File: src/design/lnc_map.vh
`ifndef LNC_MAP_VH
`define LNC_MAP_VH

// ****************************************
// direct register selects
// ****************************************
`define LNC_SFR_CONF 2'h0
`define LNC_SFR_INDEX 2'h1
`define LNC_SFR_WINDOW 2'h2

// ****************************************
// indirect map
// ****************************************
`define LNC_IX_DATA_TOP 8'h07
`define LNC_IX_CTRL 8'h08
`define LNC_IX_STAT 8'h09
`define LNC_IX_ERR 8'h0A
`define LNC_IX_SIZE 8'h0B
`define LNC_IX_DIV 8'h0C
`define LNC_IX_MUL 8'h0D
`define LNC_IX_ID 8'h0E

// ****************************************
// field positions
// ****************************************
`define LNC_CONF_EN 7
`define LNC_CONF_MASTER 6
`define LNC_CONF_AUTO 5
`define LNC_CTRL_START 0
`define LNC_CTRL_RSTERR 2
`define LNC_CTRL_RSTINT 3
`define LNC_CTRL_DACK 4
`define LNC_CTRL_TXRX 5
`define LNC_CTRL_STOP 7
`define LNC_CTRL_KEEP 8'h60
`define LNC_SIZE_ENH 7
`define LNC_ERR_BIT 3'd0
`define LNC_ERR_CKS 3'd1
`define LNC_ERR_TMO 3'd2
`define LNC_ERR_SYNC 3'd3
`define LNC_ERR_PAR 3'd4
`define LNC_ERR_FRM 3'd5

// ****************************************
// reset values and timing counts
// ****************************************
`define LNC_RST_BYTE 8'h00
`define LNC_BRK_BITS 4'hD
`define LNC_BRK_MIN 4'hB
`define LNC_RSP_TMO 4'hF
`define LNC_SYNC_BYTE 8'h55
`define LNC_SYNC_FALLS 3'h4
`endif

File: src/design/lnc_rx_sync.v
`timescale 1ns/10ps
// three-stage catcher for the bus receive pin
module lnc_rx_sync (
	// clock and reset
	input wire ref_clk,
	input wire resetn,
	// raw pin and clean level
	input wire pin,
	output reg level_q
);
	reg s1_q; // first stage, read only by s2_q
	reg s2_q;
	reg s3_q;

	// level moves only once stages two and three agree
	always @(posedge ref_clk or negedge resetn) begin
		if (!resetn) begin
			s1_q <= 1'b1;
			s2_q <= 1'b1;
			s3_q <= 1'b1;
			level_q <= 1'b1;
		end else begin
			s1_q <= pin;
			s2_q <= s1_q;
			s3_q <= s2_q;
			if (s2_q == s3_q) begin
				level_q <= s3_q;
			end
		end
	end
endmodule

File: src/design/lnc_baud.v
`timescale 1ns/10ps
// bit timer built from prescale, divide and multiply counters
module lnc_baud #(
	parameter DIV_W = 9
) (
	// clock and reset
	input wire ref_clk,
	input wire resetn,
	// restart aligns a bit period to a bus edge
	input wire restart,
	// rate factors, wide enough for pre 0-3, mul 0-31, div up to 511
	input wire [1:0] pre,
	input wire [4:0] mul,
	input wire [DIV_W-1:0] div,
	// bit timing pulses
	output reg bit_mid,
	output reg bit_end
);
	reg [3:0] pre_cnt_q; // up to 2^(pre+1) clocks
	reg [DIV_W-1:0] div_cnt_q;
	reg [4:0] mul_cnt_q;
	reg [1:0] pre_l_q; // factors held for the running bit
	reg [4:0] mul_l_q;
	reg [DIV_W-1:0] div_l_q;
	wire [3:0] pre_top = (4'd2 << pre_l_q) - 4'd1;
	wire pre_last = (pre_cnt_q == pre_top);
	// a zero divider acts as one so the timer never stalls
	wire div_last = (div_cnt_q + {{(DIV_W-1){1'b0}}, 1'b1} >= div_l_q);
	wire mul_last = (mul_cnt_q == mul_l_q);
	wire [3:0] pre_half = pre_top >> 1; // last clock of the first half of a tick
	wire mul_half = (mul_cnt_q == (mul_l_q >> 1));
	// half a bit ends on a tick edge when mul+1 is even, else inside the middle tick
	wire mid_now = mul_l_q[0] ? (pre_last && div_last && mul_half) :
		div_l_q[0] ? ((pre_cnt_q == pre_half) && (div_cnt_q == (div_l_q >> 1)) && mul_half) :
		(pre_last && (div_cnt_q + {{(DIV_W-1){1'b0}}, 1'b1} == (div_l_q >> 1)) && mul_half);

	// nested counting gives clock/(2^(pre+1)*div*(mul+1)) per bit
	always @(posedge ref_clk or negedge resetn) begin
		if (!resetn) begin
			pre_cnt_q <= 4'd0;
			div_cnt_q <= {DIV_W{1'b0}};
			mul_cnt_q <= 5'd0;
			pre_l_q <= 2'd0;
			mul_l_q <= 5'd0;
			div_l_q <= {DIV_W{1'b0}};
			bit_mid <= 1'b0;
			bit_end <= 1'b0;
		end else if (restart) begin
			// restart and bit pulses are both registered: start two clocks in,
			// so the first bit after a restart is one period like the rest
			pre_cnt_q <= (pre == 2'd0) ? 4'd0 : 4'd2;
			div_cnt_q <= (pre == 2'd0) ? {{(DIV_W-1){1'b0}}, 1'b1} : {DIV_W{1'b0}};
			mul_cnt_q <= 5'd0;
			pre_l_q <= pre;
			mul_l_q <= mul;
			div_l_q <= div;
			bit_mid <= 1'b0;
			bit_end <= 1'b0;
		end else begin
			// middle of the bit, never on the same clock as its end
			bit_mid <= mid_now;
			bit_end <= 1'b0;
			pre_cnt_q <= pre_last ? 4'd0 : pre_cnt_q + 4'd1;
			if (pre_last) begin
				div_cnt_q <= div_last ? {DIV_W{1'b0}} : div_cnt_q + {{(DIV_W-1){1'b0}}, 1'b1};
				if (div_last) begin
					mul_cnt_q <= mul_last ? 5'd0 : mul_cnt_q + 5'd1;
					if (mul_last) begin
						// new factors only at a bit boundary
						bit_end <= 1'b1;
						pre_l_q <= pre;
						mul_l_q <= mul;
						div_l_q <= div;
					end
				end
			end
		end
	end
endmodule

File: src/design/lnc_top.v
`timescale 1ns/10ps
`include "lnc_map.vh"
// bus node controller: master or slave, frames done in hardware
module lnc_top #(
	parameter DIV_W = 9
) (
	// clock and reset
	input wire ref_clk,
	input wire resetn,
	// direct register port
	input wire [1:0] sfr_addr,
	input wire sfr_wr,
	input wire [7:0] sfr_wdata,
	output reg [7:0] sfr_rdata_q,
	// bus pins
	input wire lin_rx,
	output reg lin_tx_q,
	// interrupt request level
	output reg irq_q
);
	// ****************************************
	// states and phases
	// ****************************************
	localparam S_IDLE = 4'd0;
	localparam S_BRK = 4'd1; // master drives break
	localparam S_DEL = 4'd2; // break delimiter
	localparam S_BYTE = 4'd3; // one byte on the wire
	localparam S_RXW = 4'd4; // waiting for a start edge
	localparam S_SBRK = 4'd5; // slave timing a break
	localparam S_SYNC = 4'd6; // slave measuring sync field
	localparam S_WACK = 4'd7; // slave waits for software
	localparam P_SYNC = 2'd0;
	localparam P_ID = 2'd1;
	localparam P_DATA = 2'd2;
	localparam P_CKS = 2'd3;

	// ****************************************
	// registers
	// ****************************************
	reg [7:0] conf_q; // node_configuration
	reg [7:0] index_q; // indirect_index
	reg [7:0] ctrl_q; // stored transfer_control bits
	reg [7:0] size_q; // frame_size_checksum
	reg [7:0] divlo_q; // rate_divider_low
	reg [7:0] mul_q; // rate_factors
	reg [5:0] id_q;
	reg [7:0] err_q;
	reg done_q;
	reg int_q;
	reg dreq_q; // identifier received, waiting for software
	reg [7:0] data_q [0:7]; // response bytes
	reg [3:0] state_q;
	reg [1:0] phase_q;
	reg [3:0] bit_idx_q;
	reg [3:0] cnt_q;
	reg [7:0] shf_q; // transmit shifter
	reg [7:0] rxs_q; // receive shifter
	reg [2:0] byte_cnt_q;
	reg [7:0] cks_q;
	reg [19:0] meas_q; // sync field length in clocks
	reg [DIV_W-1:0] adiv_q; // divider learned from sync
	reg is_tx_q; // this byte is driven by us
	reg resp_tx_q; // we send the response
	reg go_q; // restart pulse for the bit timer
	reg rx_prev_q;
	wire rx_lvl;
	wire bit_mid;
	wire bit_end;
	reg [7:0] ind_rd;
	integer i;

	// ****************************************
	// helpers
	// ****************************************
	// add with end-around carry
	function [7:0] f_csum;
		input [7:0] s;
		input [7:0] b;
		reg [8:0] t;
		begin
			t = {1'b0, s} + {1'b0, b};
			f_csum = t[7:0] + {7'd0, t[8]};
		end
	endfunction

	// identifier with its two parity bits
	function [7:0] f_pid;
		input [5:0] d;
		begin
			f_pid = {~(d[1] ^ d[3] ^ d[4] ^ d[5]), d[0] ^ d[1] ^ d[2] ^ d[4], d};
		end
	endfunction

	// data length, code 0xF takes it from the identifier
	function [3:0] f_len;
		input [7:0] sz;
		input [5:0] d;
		begin
			if (sz[3:0] == 4'hF) begin
				case (d[5:4])
					2'd2: f_len = 4'd4;
					2'd3: f_len = 4'd8;
					default: f_len = 4'd2;
				endcase
			end else if (sz[3:0] == 4'h0) begin
				f_len = 4'd1;
			end else if (sz[3:0] > 4'h8) begin
				f_len = 4'd8;
			end else begin
				f_len = sz[3:0];
			end
		end
	endfunction

	wire master = conf_q[`LNC_CONF_MASTER];
	wire auto_on = conf_q[`LNC_CONF_AUTO] & ~master;
	wire win_wr = sfr_wr && (sfr_addr == `LNC_SFR_WINDOW);
	wire ctrl_wr = win_wr && (index_q == `LNC_IX_CTRL);
	wire fall = rx_prev_q & ~rx_lvl;
	wire bit_mid_v = bit_mid & ~go_q;
	wire bit_end_v = bit_end & ~go_q;
	// frames with diagnostic identifiers always use the classic sum
	wire enh = size_q[`LNC_SIZE_ENH] && (id_q[5:2] != 4'hF);
	wire [7:0] cks0 = enh ? f_pid(id_q) : 8'h00;
	wire [3:0] len = f_len(size_q, id_q);
	wire [2:0] nxt = byte_cnt_q + 3'd1;
	wire [7:0] sum_now = f_csum(cks_q, rxs_q);
	wire [19:0] meas_sh = meas_q >> ({1'b0, mul_q[7:6]} + 3'd4);
	// learned divider replaces programmed one in automatic mode
	wire use_auto = auto_on && (adiv_q != {DIV_W{1'b0}});
	wire [DIV_W-1:0] div_sel = use_auto ? adiv_q : {mul_q[0], divlo_q};

	lnc_rx_sync u_sync (
		.ref_clk(ref_clk),
		.resetn(resetn),
		.pin(lin_rx),
		.level_q(rx_lvl)
	);

	// factors come from the two rate registers, but a learned divider brings mul 0
	lnc_baud #(.DIV_W(DIV_W)) u_baud (
		.ref_clk(ref_clk),
		.resetn(resetn),
		.restart(go_q),
		.pre(mul_q[7:6]),
		.mul(use_auto ? 5'd0 : mul_q[5:1]),
		.div(div_sel),
		.bit_mid(bit_mid),
		.bit_end(bit_end)
	);

	// ****************************************
	// indirect read mux
	// ****************************************
	// window read follows the index, holes read zero
	always @* begin
		ind_rd = 8'h00;
		if (index_q <= `LNC_IX_DATA_TOP) begin
			ind_rd = data_q[index_q[2:0]];
		end else begin
			case (index_q)
				`LNC_IX_CTRL: ind_rd = ctrl_q;
				// status readable for polling
				`LNC_IX_STAT: ind_rd = {state_q != S_IDLE, 2'b00, dreq_q, int_q,
					err_q != 8'h00, 1'b0, done_q};
				`LNC_IX_ERR: ind_rd = err_q;
				`LNC_IX_SIZE: ind_rd = size_q;
				`LNC_IX_DIV: ind_rd = divlo_q;
				`LNC_IX_MUL: ind_rd = mul_q;
				`LNC_IX_ID: ind_rd = {2'b00, id_q};
				default: ind_rd = 8'h00;
			endcase
		end
	end

	// ****************************************
	// frame tasks
	// ****************************************
	// start one byte, driven (tx) or awaited (rx)
	task launch;
		input tx;
		input [7:0] b;
		begin
			is_tx_q <= tx;
			shf_q <= b;
			bit_idx_q <= 4'd0;
			cnt_q <= 4'd0;
			if (tx) begin
				state_q <= S_BYTE;
				go_q <= 1'b1;
				lin_tx_q <= 1'b0;
			end else begin
				state_q <= S_RXW;
			end
		end
	endtask

	task fail;
		input [2:0] n;
		begin
			err_q[n] <= 1'b1;
			int_q <= 1'b1;
			state_q <= S_IDLE;
			lin_tx_q <= 1'b1;
		end
	endtask

	// ****************************************
	// registers and frame engine
	// ****************************************
	// software writes come first so hardware sets in the same cycle win
	always @(posedge ref_clk or negedge resetn) begin
		if (!resetn) begin
			conf_q <= `LNC_RST_BYTE;
			index_q <= `LNC_RST_BYTE;
			ctrl_q <= `LNC_RST_BYTE;
			size_q <= `LNC_RST_BYTE;
			divlo_q <= `LNC_RST_BYTE;
			mul_q <= `LNC_RST_BYTE;
			id_q <= 6'd0;
			err_q <= `LNC_RST_BYTE;
			done_q <= 1'b0;
			int_q <= 1'b0;
			dreq_q <= 1'b0;
			for (i = 0; i < 8; i = i + 1) begin
				data_q[i] <= `LNC_RST_BYTE;
			end
			state_q <= S_IDLE;
			phase_q <= P_SYNC;
			bit_idx_q <= 4'd0;
			cnt_q <= 4'd0;
			shf_q <= 8'h00;
			rxs_q <= 8'h00;
			byte_cnt_q <= 3'd0;
			cks_q <= 8'h00;
			meas_q <= 20'd0;
			adiv_q <= {DIV_W{1'b0}};
			is_tx_q <= 1'b0;
			resp_tx_q <= 1'b0;
			go_q <= 1'b0;
			rx_prev_q <= 1'b1;
			lin_tx_q <= 1'b1;
			irq_q <= 1'b0;
			sfr_rdata_q <= 8'h00;
		end else begin
			go_q <= 1'b0;
			rx_prev_q <= rx_lvl;
			irq_q <= int_q;
			// read data follows the address one cycle later
			case (sfr_addr)
				`LNC_SFR_CONF: sfr_rdata_q <= conf_q;
				`LNC_SFR_INDEX: sfr_rdata_q <= index_q;
				`LNC_SFR_WINDOW: sfr_rdata_q <= ind_rd;
				default: sfr_rdata_q <= 8'h00;
			endcase
			// enable bit sticks once set
			if (sfr_wr && sfr_addr == `LNC_SFR_CONF) begin
				conf_q <= {conf_q[`LNC_CONF_EN] | sfr_wdata[7], sfr_wdata[6:0]};
			end
			if (sfr_wr && sfr_addr == `LNC_SFR_INDEX) begin
				index_q <= sfr_wdata;
			end
			// window writes land in the indexed register
			if (win_wr) begin
				if (index_q <= `LNC_IX_DATA_TOP) begin
					data_q[index_q[2:0]] <= sfr_wdata;
				end
				case (index_q)
					`LNC_IX_SIZE: size_q <= sfr_wdata;
					`LNC_IX_DIV: divlo_q <= sfr_wdata;
					`LNC_IX_MUL: mul_q <= sfr_wdata;
					`LNC_IX_ID: id_q <= sfr_wdata[5:0];
					default: ;
				endcase
			end
			if (ctrl_wr) begin
				ctrl_q <= sfr_wdata & `LNC_CTRL_KEEP;
				if (sfr_wdata[`LNC_CTRL_RSTINT]) begin
					int_q <= 1'b0;
					done_q <= 1'b0;
				end
				if (sfr_wdata[`LNC_CTRL_RSTERR]) begin
					err_q <= 8'h00;
				end
			end

			// bit streaming and frame sequencing
			if (!conf_q[`LNC_CONF_EN]) begin
				state_q <= S_IDLE;
				lin_tx_q <= 1'b1;
			end else begin
				case (state_q)
					S_IDLE: begin
						if (master && ctrl_wr && sfr_wdata[`LNC_CTRL_START]) begin
							// master schedules a frame
							resp_tx_q <= sfr_wdata[`LNC_CTRL_TXRX];
							done_q <= 1'b0;
							state_q <= S_BRK;
							cnt_q <= 4'd0;
							go_q <= 1'b1;
							lin_tx_q <= 1'b0;
						end else if (!master && fall) begin
							state_q <= S_SBRK;
							cnt_q <= 4'd0;
							go_q <= 1'b1;
						end
					end
					S_BRK: begin
						if (bit_end_v) begin
							if (cnt_q == `LNC_BRK_BITS - 4'd1) begin
								lin_tx_q <= 1'b1;
								state_q <= S_DEL;
							end else begin
								cnt_q <= cnt_q + 4'd1;
							end
						end
					end
					S_DEL: begin
						if (bit_end_v) begin
							phase_q <= P_SYNC;
							launch(1'b1, `LNC_SYNC_BYTE);
						end
					end
					S_SBRK: begin
						if (rx_lvl) begin
							if (cnt_q >= `LNC_BRK_MIN) begin
								phase_q <= P_SYNC;
								cnt_q <= 4'd0;
								meas_q <= 20'd0;
								state_q <= auto_on ? S_SYNC : S_RXW;
							end else begin
								state_q <= S_IDLE;
							end
						end else if (bit_end_v && cnt_q != 4'hF) begin
							cnt_q <= cnt_q + 4'd1;
						end
					end
					S_SYNC: begin
						// time from sync start edge to its fifth falling edge is 8 bits
						if (cnt_q != 4'd0) begin
							meas_q <= meas_q + 20'd1;
						end
						if (meas_q == 20'hF_FFFF) begin
							fail(`LNC_ERR_SYNC);
						end else if (fall) begin
							cnt_q <= cnt_q + 4'd1;
							if (cnt_q[2:0] == `LNC_SYNC_FALLS) begin
								adiv_q <= (meas_sh[19:DIV_W] != 0) ? {DIV_W{1'b1}} :
									meas_sh[DIV_W-1:0];
								phase_q <= P_ID;
								cnt_q <= 4'd0;
								state_q <= S_RXW;
							end
						end
					end
					S_RXW: begin
						if (fall) begin
							state_q <= S_BYTE;
							bit_idx_q <= 4'd0;
							go_q <= 1'b1;
						end else if (bit_end_v) begin
							if (cnt_q == `LNC_RSP_TMO) begin
								fail(`LNC_ERR_TMO);
							end else begin
								cnt_q <= cnt_q + 4'd1;
							end
						end
					end
					S_WACK: begin
						if (ctrl_wr && sfr_wdata[`LNC_CTRL_STOP]) begin
							dreq_q <= 1'b0;
							state_q <= S_IDLE;
						end else if (ctrl_wr && sfr_wdata[`LNC_CTRL_DACK]) begin
							dreq_q <= 1'b0;
							resp_tx_q <= sfr_wdata[`LNC_CTRL_TXRX];
							phase_q <= P_DATA;
							byte_cnt_q <= 3'd0;
							cks_q <= cks0;
							launch(sfr_wdata[`LNC_CTRL_TXRX], data_q[0]);
						end
					end
					S_BYTE: begin
						if (bit_mid_v) begin
							if (is_tx_q && rx_lvl != lin_tx_q) begin
								fail(`LNC_ERR_BIT);
							end else if (bit_idx_q == 4'd0 && rx_lvl) begin
								state_q <= S_RXW; // glitch, not a start bit
							end else if (bit_idx_q == 4'd9 && !rx_lvl) begin
								fail(`LNC_ERR_FRM);
							end else if (bit_idx_q != 4'd0 && bit_idx_q != 4'd9) begin
								rxs_q <= {rx_lvl, rxs_q[7:1]};
							end
						end else if (bit_end_v && bit_idx_q != 4'd9) begin
							bit_idx_q <= bit_idx_q + 4'd1;
							lin_tx_q <= (bit_idx_q == 4'd8) | ~is_tx_q | shf_q[0];
							shf_q <= {1'b0, shf_q[7:1]};
						end else if (bit_end_v) begin
							case (phase_q)
								P_SYNC: begin
									phase_q <= P_ID;
									if (master) begin
										launch(1'b1, f_pid(id_q));
									end else if (rxs_q == `LNC_SYNC_BYTE) begin
										launch(1'b0, 8'h00);
									end else begin
										fail(`LNC_ERR_SYNC);
									end
								end
								P_ID: begin
									if (master) begin
										phase_q <= P_DATA;
										byte_cnt_q <= 3'd0;
										cks_q <= cks0;
										launch(resp_tx_q, data_q[0]);
									end else if (rxs_q != f_pid(rxs_q[5:0])) begin
										fail(`LNC_ERR_PAR);
									end else begin
										id_q <= rxs_q[5:0];
										dreq_q <= 1'b1;
										int_q <= 1'b1;
										state_q <= S_WACK;
									end
								end
								P_DATA: begin
									cks_q <= sum_now;
									byte_cnt_q <= nxt;
									if (!resp_tx_q) begin
										data_q[byte_cnt_q] <= rxs_q;
									end
									if ({1'b0, nxt} == len || byte_cnt_q == 3'd7) begin
										phase_q <= P_CKS;
										launch(resp_tx_q, ~sum_now);
									end else begin
										launch(resp_tx_q, data_q[nxt]);
									end
								end
								default: begin
									if (rxs_q == ~cks_q) begin
										done_q <= 1'b1;
										int_q <= 1'b1;
										state_q <= S_IDLE;
									end else begin
										fail(`LNC_ERR_CKS);
									end
								end
							endcase
						end
					end
					default: state_q <= S_IDLE;
				endcase
			end
		end
	end
endmodule

File: config.mk
export PLATFORM = sky130hd
export DESIGN_NAME = lnc_top
export DESIGN_NICKNAME = d
export VERILOG_FILES = /design/src/design/lnc_rx_sync.v /design/src/design/lnc_baud.v /design/src/design/lnc_top.v
export VERILOG_INCLUDE_DIRS = /design/src /design/src/design
export SDC_FILE = /design/constraint.sdc
export NUM_CORES = 1
export LEC_CHECK = 0
export BUFFER_PORTS_ARGS = -buffer_cell sky130_fd_sc_hd__buf_2
export CORE_MARGIN = 4
export CORE_UTILIZATION = 58
export DETAILED_ROUTE_END_ITERATION = 8
export HOLD_SLACK_MARGIN = 0.03
export PLACE_DENSITY = 0.77
export SYNTH_ARGS = -nofsm -noshare
export SYNTH_HDL_FRONTEND = slang
export SYNTH_SLANG_ARGS = --single-unit
File: constraint.sdc
create_clock -name ref_clk -period 3 [get_ports ref_clk]
set_input_delay 0.9 -clock ref_clk [delete_from_list [all_inputs] [get_ports ref_clk]]
set_output_delay 0.9 -clock ref_clk [all_outputs]
set_load 0.01 [all_outputs]
=== Word level (Yosys, flattened, before mapping) ===
Cells that the tools add are included.

* Register bits after elaboration: 245
* Word-level logic and storage cells: 580

* Add/sub/neg operators: 11
* Magnitude comparators: 9
* Equality and inequality tests: 106
* Shift operators: 2
* Muxes and demuxes: 301
* Bitwise operators: 34
* Reduce and logical (&&, ||, !) cells: 69

{| class="wikitable"
|+ Operators by type and width
! kind !! count
|-
| two-way mux 64 bit || 9
|-
| two-way mux 4 bit || 52
|-
| two-way mux 8 bit || 24
|-
| bitwise mux 64 bit || 2
|-
| two-way mux 1 bit || 111
|-
| two-way mux 9 bit || 9
|-
| two-way mux 6 bit || 13
|-
| one-hot mux 8 bit (3 select lines) || 3
|-
| one-hot mux 4 bit (8 select lines) || 2
|-
| two-way mux 20 bit || 3
|-
| equality test 8 x 4 -> 1 bit (second input constant) || 7
|-
| != test 4 bit (second input constant) || 14
|-
| one-hot mux 8 bit (7 select lines) || 1
|-
| != test 3 bit (second input constant) || 18
|-
| binary-select mux 8 bit (select 3 bit) || 2
|-
| demux 8 bit (select 3 bit) || 2
|-
| two-way mux 2 bit || 24
|-
| two-way mux 5 bit || 9
|-
| != test 2 bit (second input constant) || 21
|-
| one-hot mux 20 bit (2 select lines) || 1
|-
| two-way mux 3 bit || 12
|-
| one-hot mux 8 bit (2 select lines) || 2
|-
| logical AND 1 bit || 25
|-
| != test 5 bit (second input constant) || 5
|-
| other kinds (80) || 161
|}

=== Longest topological paths before layout ===
Gate-level depths: netlist of run 1.

* Depth in word-level cells: 16
* Depth in mapped cells: 14
* Gate-level depth less buffers: 14

=== Cells and area by module ===
From an unflattened synthesis of run 1, not the netlist that was laid out.

* Cells, all modules: 1614
* Area total of the unflattened synthesis: 15566.2 µm²

{| class="wikitable"
|+ By module, submodules not included
! module !! instances !! cells an instance !! area an instance (µm²)
|-
| lnc_top || 1 || 1371 || 13057.5
|-
| lnc_baud || 1 || 238 || 2392.3
|-
| lnc_rx_sync || 1 || 5 || 116.4
|}

=== Worst setup path before layout of run 1 ===
OpenSTA, ideal clock, no wires.

* Path kind: flip-flop to flip-flop
* Start: reg u_baud.div_cnt_q[0]
* End: reg u_baud.pre_l_q[1]
* Library setup time: 0.125 ns
* Data arrival time: 3.258 ns
* Required time: 2.875 ns
* Slack: -0.382 ns
* Stages on the path, launching flop included: 15
* Path buffers: 1
* Cells stage by stage: dfrtp_1 ha_1 nand3_1 nor2_1 nand3_1 xor2_1 inv_1 ha_1 or4_1 a221oi_1 o21ai_1 a31oi_2 nor2_1 buf_2 mux2_2

* Longest elaborated chain between the ends: 4

{| class="wikitable"
|+ Ends and longest elaborated chain
! element !! line !! text
|-
| start, declared || lnc_baud.v:20 || <nowiki>reg [DIV_W-1:0] div_cnt_q;</nowiki>
|-
| start signal, assigned || lnc_baud.v:41 || <nowiki>div_cnt_q <= {DIV_W{1'b0}};</nowiki>
|-
| start signal, assigned || lnc_baud.v:52 || <nowiki>div_cnt_q <= (pre == 2'd0) ? {{(DIV_W-1){1'b0}}, 1'b1} : {DIV_W{1'b0}};</nowiki>
|-
| start signal, assigned || lnc_baud.v:65 || <nowiki>div_cnt_q <= div_last ? {DIV_W{1'b0}} : div_cnt_q + {{(DIV_W-1){1'b0}}, 1'b1};</nowiki>
|-
| adder 9 x 1 -> 9 bit || lnc_baud.v:28 || <nowiki>wire div_last = (div_cnt_q + {{(DIV_W-1){1'b0}}, 1'b1} >= div_l_q);</nowiki>
|-
| >= comparator 9 bit || lnc_baud.v:28 ||
|-
| nonzero test 2 bit (no source line) || n/a ||
|-
| AND reduction 3 bit (no source line) || n/a ||
|-
| end signal, assigned || lnc_baud.v:54 || <nowiki>pre_l_q <= pre;</nowiki>
|-
| end signal, assigned || lnc_baud.v:71 || <nowiki>pre_l_q <= pre;</nowiki>
|-
| end, declared || lnc_baud.v:22 || <nowiki>reg [1:0] pre_l_q;</nowiki>
|}

No other way between the ends.
A chain may end at the register's enable or synchronous reset.

=== Worst setup path after layout of run 1 ===
* Start: reg u_baud.div_cnt_q[1]
* End: reg u_baud.div_cnt_q[5]

* Longest elaborated chain between the ends: 5

{| class="wikitable"
|+ Ends and longest elaborated chain
! element !! line !! text
|-
| adder 9 x 1 -> 9 bit (*) || lnc_baud.v:28, lnc_baud.v:65 ||
|-
| >= comparator 9 bit || lnc_baud.v:28 ||
|-
| two-way mux 9 bit (*) || lnc_baud.v:65 ||
|-
| two-way mux 9 bit (*) || lnc_baud.v:64 || <nowiki>if (pre_last) begin</nowiki>
|-
| two-way mux 9 bit (*) || lnc_baud.v:48 || <nowiki>end else if (restart) begin</nowiki>
|}

Every way passes the cells marked *; elsewhere a longest branch is shown, timed or not. The select of a mux whose other input is x is not followed.

==> results of run 1 <==
-- placed cells by master (no fill, tap or decap), types with 7 or more instances in the layout --
cell type / netlist / final
a211oi_1: 10 / 10
a21oi_1: 130 / 130
inv_1: 51 / 51
xor2_1: 26 / 24
ha_1: 35 / 28
mux2i_1: 111 / 111
nor2b_1: 12 / 12
o41ai_1: 9 / 9
buf_2: 12 / 22
and2_1: 8 / 7
nand3b_1: 10 / 10
nand2_1: 151 / 151
o31ai_1: 11 / 11
xnor2_1: 36 / 35
a31oi_1: 23 / 23
nor3b_1: 7 / 7
dfrtp_1: 238 / 237
o21ai_0: 105 / 102
o21a_1: 9 / 9
buf_4: 2 / 99
nor4_1: 16 / 15
nand2b_1: 22 / 21
clkbuf_16: 0 / 28
mux4_2: 41 / 41
a21o_1: 10 / 10
and3_1: 20 / 19
nor3_1: 28 / 28
nand4_1: 11 / 11
a22oi_1: 11 / 11
mux2_2: 50 / 50
nand3_1: 54 / 51
nor2_1: 168 / 165
-- worst paths after layout --
kind | slack (ns) | to
worst min-delay path | 0.31 | id_q[5]
worst min register to register | 0.36 | u_sync.s2_q
worst max-delay path | 0.04 | u_baud.div_cnt_q[5]
worst max register to register | 0.04 | u_baud.div_cnt_q[5]
max in group asynchronous | 1.89 | adiv_q[4]
min in group ref_clk | 0.36 | u_sync.s2_q
-- timing repair --
item | 4_1_cts | 5_1_grt
buffers inserted | 0 | 5
pin swaps | 0 | 11
setup endpoints to repair | 16 | 29
resized for setup | 2 | 25
-- area by class of cell --
type	instances	area [sq um]
clock buffer	36	771
clock inverter	15	193
fill	2029	8510
inverter	52	195
multi-input combinational	1259	9060
sequential	244	6110
tap	335	419
timing repair buffer	130	1010
-- state kept, by name, summed over array words and instances (netlist names), 9 cells and up --
name and count:
adiv_q 9, meas_q 20, u_baud.div_l_q 9, u_baud.div_cnt_q 9
data_q 64
-- stage by stage --
| stage | TNS (ns) | area [sq um] |
|---|---|---|
| after detailed placement | -1.04 | 16700 |
| after CTS | 0 | 17600 |
| after floorplan | -0.0307 | 15700 |
| after global placement | 0 | 16700 |
| after global routing | -0.941 | 17800 |
| final | 0 | 17800 |
-- logic make-up after synthesis --
logic type / after synthesis / share of synthesized area (%)
flip-flops: 244 / 39.1
AO/OA/AOI/OAI: 401 / 16.0
adder cells (fa/ha/maj): 37 / 2.99
multiplexers: 202 / 16.6
XOR/XNOR: 63 / 3.61
AND/OR/NAND/NOR: 556 / 17.6
buffers and inverters: 160 / 4.08
-- report_power, final --
part / switching [mW] / internal (mW)
logic: 0.752 / 0.562
clock network: 1.47 / 2.09
registers: 0.254 / 3.49
-- metal layers --
layer / GRT usage (%) / vias up / wire (um) / share of wire [%]
met4: 8.71 / 0 / 1450 / 3.2
met2: 48.3 / 658 / 20800 / 45
met1: 45.9 / 6775 / 19400 / 42
met5: 0 / - / 0 / 0
met3: 5.53 / 105 / 4300 / 9.4
li1: - / 6166 / - / -
==> key figures, run 1 <==
Run status
  – Status: finished clean

Place
  – IO buf count: 23
  – Detail Placement HPWL: 32,500 um
  – Post-Place Worst Slack: -0.0968 ns
  – Routability congestion estimate from global placement: 0.967
  – # placed instances: 2,016

CTS
  – # hold bufs at CTS: 0
  – CTS tree: yes
  – Worst-Skew Late Latency: 0.59 ns
  – Clock-pin slew on the worst setup and hold paths: 0.06 ns
  – CTS H-tree lvls: 1
  – CTS Buffer Depth: 3
  – TritonCTS Buffers: 28
  – Clock sink count: 244
  – CTS root buf: clkbuf_16

Drt
  – Via-per-instance ratio: ~6.6
  – DRC viols: 0
  – Routed WL: 45,900 um
  – Vias: 13,700
  – Initial DRC count: 1,575
  – Final ANT Viol Nets: 0
  – Routed len/inst: roughly 22 um
  – DRT Pass-1 Iters: 5

Setup path
  – Worst path slowest cell: or4_4
  – Slowest cell delay on critical path: 0.43 ns
  – Worst setup SP type: register
  – Buf/Inv on CP: 1
  – CP Capture Type: register
  – Crit Path Category: register to register
  – Crit path DAT: 3.43 ns
  – Largest fanout on the critical path: 5
  – CP Depth: 13
  – Crit-path cells: ha_4, nand3_4, nor2_4, nand3_2, xor2_2, inv_1, ha_2, or4_4, a221oi_4, o21ai_4, a211o_1, or3_1, o21ai_1
  – Crit-path leading delay family: simple AND/OR/NAND/NOR gates
  – Worst Reg-to-Reg Cells: 13
  – Critical Path RT: around 3.5 ns
  – CP startpoint: u_baud.div_cnt_q[1]
  – R2r startpoint: u_baud.div_cnt_q[1]

Pwr
  – PD cells: 485 mW/mm^2
  – Power Total: 8.61 mW
  – Leak: 7.65 nW
  – Peak VDD IR: 0.481 mV

Yosys
  – Top area cells in the synthesized netlist: dfrtp_1, mux2i_1, mux4_2
  – Post-synth top flop: dfrtp_1
  – Post-synth top area share: a little under two fifths
  – Syn_nets: 1,713
  – Asr flop ratio synth: 100%
  – Yosys warns: 0
  – Mapped Area: 0.0156 sq mm
  – Yosys cell types: between 90 and 100
  – Number of flops mapped to enable cells by yosys: 0
  – Top cells by count, synth: dfrtp_1, nor2_1, nand2_1
  – Count leader, synth: dfrtp_1
  – Seq cells post-synth: 244
  – Cells after Synth: 1,663
  – Dominant cell type by area after synthesis: dfrtp_1
  – Post-Syn Area per Cell: 9.41 sq um
  – Register area share after synthesis: between 30% and 40%

Die
  – DIE WIDTH: approximately 170 um
  – Core area: 0.0263 sq mm
  – Row count: 59
  – Die area: just under 0.03 sq mm
  – Starting density of the core: 59.5%
  – Ports: 24
  – Die height: roughly 170 um

Finish
  – Share of cells above drive strength 1: 19.0%
  – Final cell utilization of the core: 67.6%
  – Area grow syn2layout: 13.6%
  – Net count, final: 1,765
  – Antenna diodes: 0
  – Final cell count without fillers: 2,071

Global routing
  – Grt ovf: 0
  – Largest net degree at the start of global routing: 73
  – GR Util All Layers: 31.3%
  – Antenna violations before repair: 0
  – First-pass GRT wire length: roughly 74,000 um
  – Number of global-route vias before repair: 13,400

STA
  – Clock period minus worst slack: a little under 3 ns
  – Final hold vios: 0
  – Final worst slack: 0.0364 ns
  – Hold WS: 0.314 ns
  – Slew Viols, Final: 0
  – Period Utilization, post-route: between 90% and 100%
  – RSZ-0062 raised after global routing: true
  – Final setup fails: 0
  – Tightest Pin Transition: 1.01 ns
  – Slew margin rel.: 32.2%
  – F_max: ~340 MHz
  – Clock Skew: 0.0575 ns

Hold path
  – Hold Path Class: input port to async pin

Job
  – Max-cap violations: 0
(Power assumes the default switching activity.)
==> run 2: changes to the inputs <==
SETUP_SLACK_MARGIN = 0.4   (was unset)
==> key figures, run 2 (synthesis results as in run 1) <==
Drt
  – Final ANT Viol Nets: 0 (unchanged)
  – Initial DRC count: 1,488 (-5.5%)
  – Routed len/inst: 22.7 um (+2.1%)
  – DRT Pass-1 Iters: 7 (+2)
  – DRC viols: 0 (unchanged)
  – Routed WL: 47,700 um (+3.9%)
  – Via-per-instance ratio: 6.65 (+0.49%)
  – Vias: 14,000 (+2.2%)

Setup path
  – Worst setup SP type: register
  – Flop2flop setup slack: 0.03 ns (about the same)
  – R2r startpoint: rxs_q[5]
  – Crit Path Category: register to register
  – Endpoint of the worst setup timing path: shf_q[5]
  – Critical Path RT: 3.50 ns (+0.03 ns)
  – Worst Reg-to-Reg Cells: 13 (unchanged)
  – CP startpoint: rxs_q[5]
  – Largest fanout on the critical path: 8 (+3)
  – Crit path DAT: 3.47 ns (+0.04 ns)
  – CP Capture Type: register
  – Reg-to-Reg End: shf_q[5]

Die
  – DIE WIDTH: 172 um (unchanged)
  – Die height: 172 um (unchanged)
  – Die area: 0.0297 sq mm (unchanged)
  – Starting density of the core: 59.5% (unchanged)
  – Row count: 59 (unchanged)
  – Ports: 24 (unchanged)
  – Core area: 0.0263 sq mm (unchanged)

CTS
  – Worst-Skew Late Latency: 0.56 ns (-0.03 ns)
  – # hold bufs at CTS: 0 (unchanged)
  – CTS Buffer Depth: 3 (unchanged)
  – Clock sink count: 244 (unchanged)
  – CTS H-tree lvls: 1 (unchanged)
  – TritonCTS Buffers: 27 (-3.6%)
  – CTS tree: yes
  – Clock-pin slew on the worst setup and hold paths: 0.06 ns (about the same)
  – CTS root buf: clkbuf_16

Finish
  – Max FFs per register: 64 (unchanged)
  – Final instance area: 0.0185 sq mm (+4.1%)
  – Final cell count without fillers: 2,107 (+1.7%)
  – Antenna diodes: 0 (unchanged)
  – Fillers: 1,917 (-5.5%)
  – Net count, final: 1,801 (+2.0%)
  – Share of cells above drive strength 1: 23.5% (+4.5 points)
  – Area grow syn2layout: 18.2%
  – Multi-input combinational cell area: 0.00949 sq mm (+4.7%)
  – Commonest non-fill, non-tap cell in the layout: dfrtp_1
  – Reg area: 0.00612 sq mm (about the same)
  – Most frequent cells in the layout: dfrtp_1, nor2_1, nand2_1, a21oi_1, buf_4
  – Biggest register: data_q
  – Top Registers: data_q: 64 flops, meas_q: 20 flops

STA
  – Slew margin rel.: 32.4% (+0.18 points)
  – Clock Skew: 0.0140 ns (-0.0435 ns)
  – Final worst slack: 0.0273 ns (-0.00911 ns)
  – RSZ-0062 raised after global routing: true
  – F_max: 336 MHz (-0.31%)
  – Slew Viols, Final: 0 (unchanged)
  – Clock period minus worst slack: 2.97 ns (+0.00911 ns)
  – Final hold vios: 0 (unchanged)
  – Tightest Pin Transition: 1.01 ns (-0.00276 ns)
  – Final setup fails: 0 (unchanged)
  – Period Utilization, post-route: 99.1% (+0.30 points)

Pwr
  – Power Total: 8.62 mW (+0.11%)
  – PD cells: 466 mW/mm^2 (-3.8%)
  – Leak: 7.93 nW (+3.7%)
  – Peak VDD IR: 0.589 mV (+23%)

Global routing
  – Grt ovf: 0 (unchanged)
  – Antenna violations before repair: 0 (unchanged)
  – First-pass GRT wire length: 74,300 um (+0.67%)
  – GR Util All Layers: 31.7% (+0.41 points)
  – Number of global-route vias before repair: 13,400 (-0.37%)
  – Largest net degree at the start of global routing: 79 (+8.2%)

Place
  – Routability congestion estimate from global placement: 0.967 (about the same)
  – Post-Place Worst Slack: -0.0843 ns (+0.0124 ns)
  – Detail Placement HPWL: 32,800 um (+1.1%)
  – IO buf count: 23 (unchanged)
  – # placed instances: 2,023 (+0.35%)
  – DP Area: 0.0168 sq mm (+0.72%)

Job
  – Max-cap violations: 0 (unchanged)

Run status
  – Status: finished clean

Hold path
  – Hold Path Class: input port to async pin
==> run 2: cell count changes in the layout (fill, tap and decap cells not counted), moves of 5 or more <==
cell,previous run,this run
o21ai_0,102,94
buf_4,99,126
nand2_1,151,143
ha_4,1,10
buf_6,2,10
nand2_2,0,8
ha_1,28,22
o21ai_2,0,5
==> run 2: worst min-delay path by stage <==
stage	start	endpoint	slack (ns)	cells past startpoint
floorplan	u_sync.s1_q	u_sync.s2_q	0.35	0
global placement	u_sync.s1_q	u_sync.s2_q	0.35	0
detailed placement	u_sync.s1_q	u_sync.s2_q	0.35	0
CTS	resetn	cks_q[6]	0.36	1
global route	u_sync.s1_q	u_sync.s2_q	0.37	0
finish	resetn	cks_q[5]	0.34	1
==> run 2: critical path: stages, from the launching register on <==
cell	delay (ns)
dfrtp_2	0.46
ha_4	0.34
nand4_1	0.22
nor2_2	0.17
nor2_1	0.04
nand2_1	0.14
ha_4	0.17
o2111ai_4	0.12
buf_6	0.15
nor4b_4	0.29
xnor2_2	0.13
or3_1	0.36
a31oi_1	0.18
a21o_1	0.12
==> run 2: timing repair <==
item	4_1_cts	5_1_grt
setup buffers	12	22
resized for setup	47	61
endpoints found under the setup margin	93	92
cloned	0	0
pin swaps	25	33
==> run 2: area by class of cell <==
type | count | area share [%]
flip-flops and latches | 244 | 33.1
clock buffers | 41 | 4.32
inverters | 52 | 1.06
well taps | 335 | 2.27
clock inverters | 9 | 0.731
multi-input cells | 1259 | 51.3
repair buffers | 167 | 7.27
==> run 2: power by group <==
group / total (mW) / switching, mW / internal, mW
Combinational: 1.37 / 0.763 / 0.608
Sequential: 3.74 / 0.254 / 3.49
Clock: 3.51 / 1.41 / 2.10
==> run 2: through the flow <==
stage	hold WS (ns)	utilization [%]	TNS [ns]
after floorplan	0.345	-	-0.0209
after global placement	0.352	63.8	0
after detailed placement	0.351	63.8	-0.549
after CTS	0.358	68.5	0
after global routing	0.366	70.4	-1.24
final	0.337	70.4	0
==> run 2: metal layers <==
metal,up-vias,part of all wire [%],GRT usage [%]
li1,6264,-,-
met2,778,45,48.8
met3,126,9.2,4.82
met5,-,0,0
met1,6842,42,46.8
met4,0,3.6,9.54
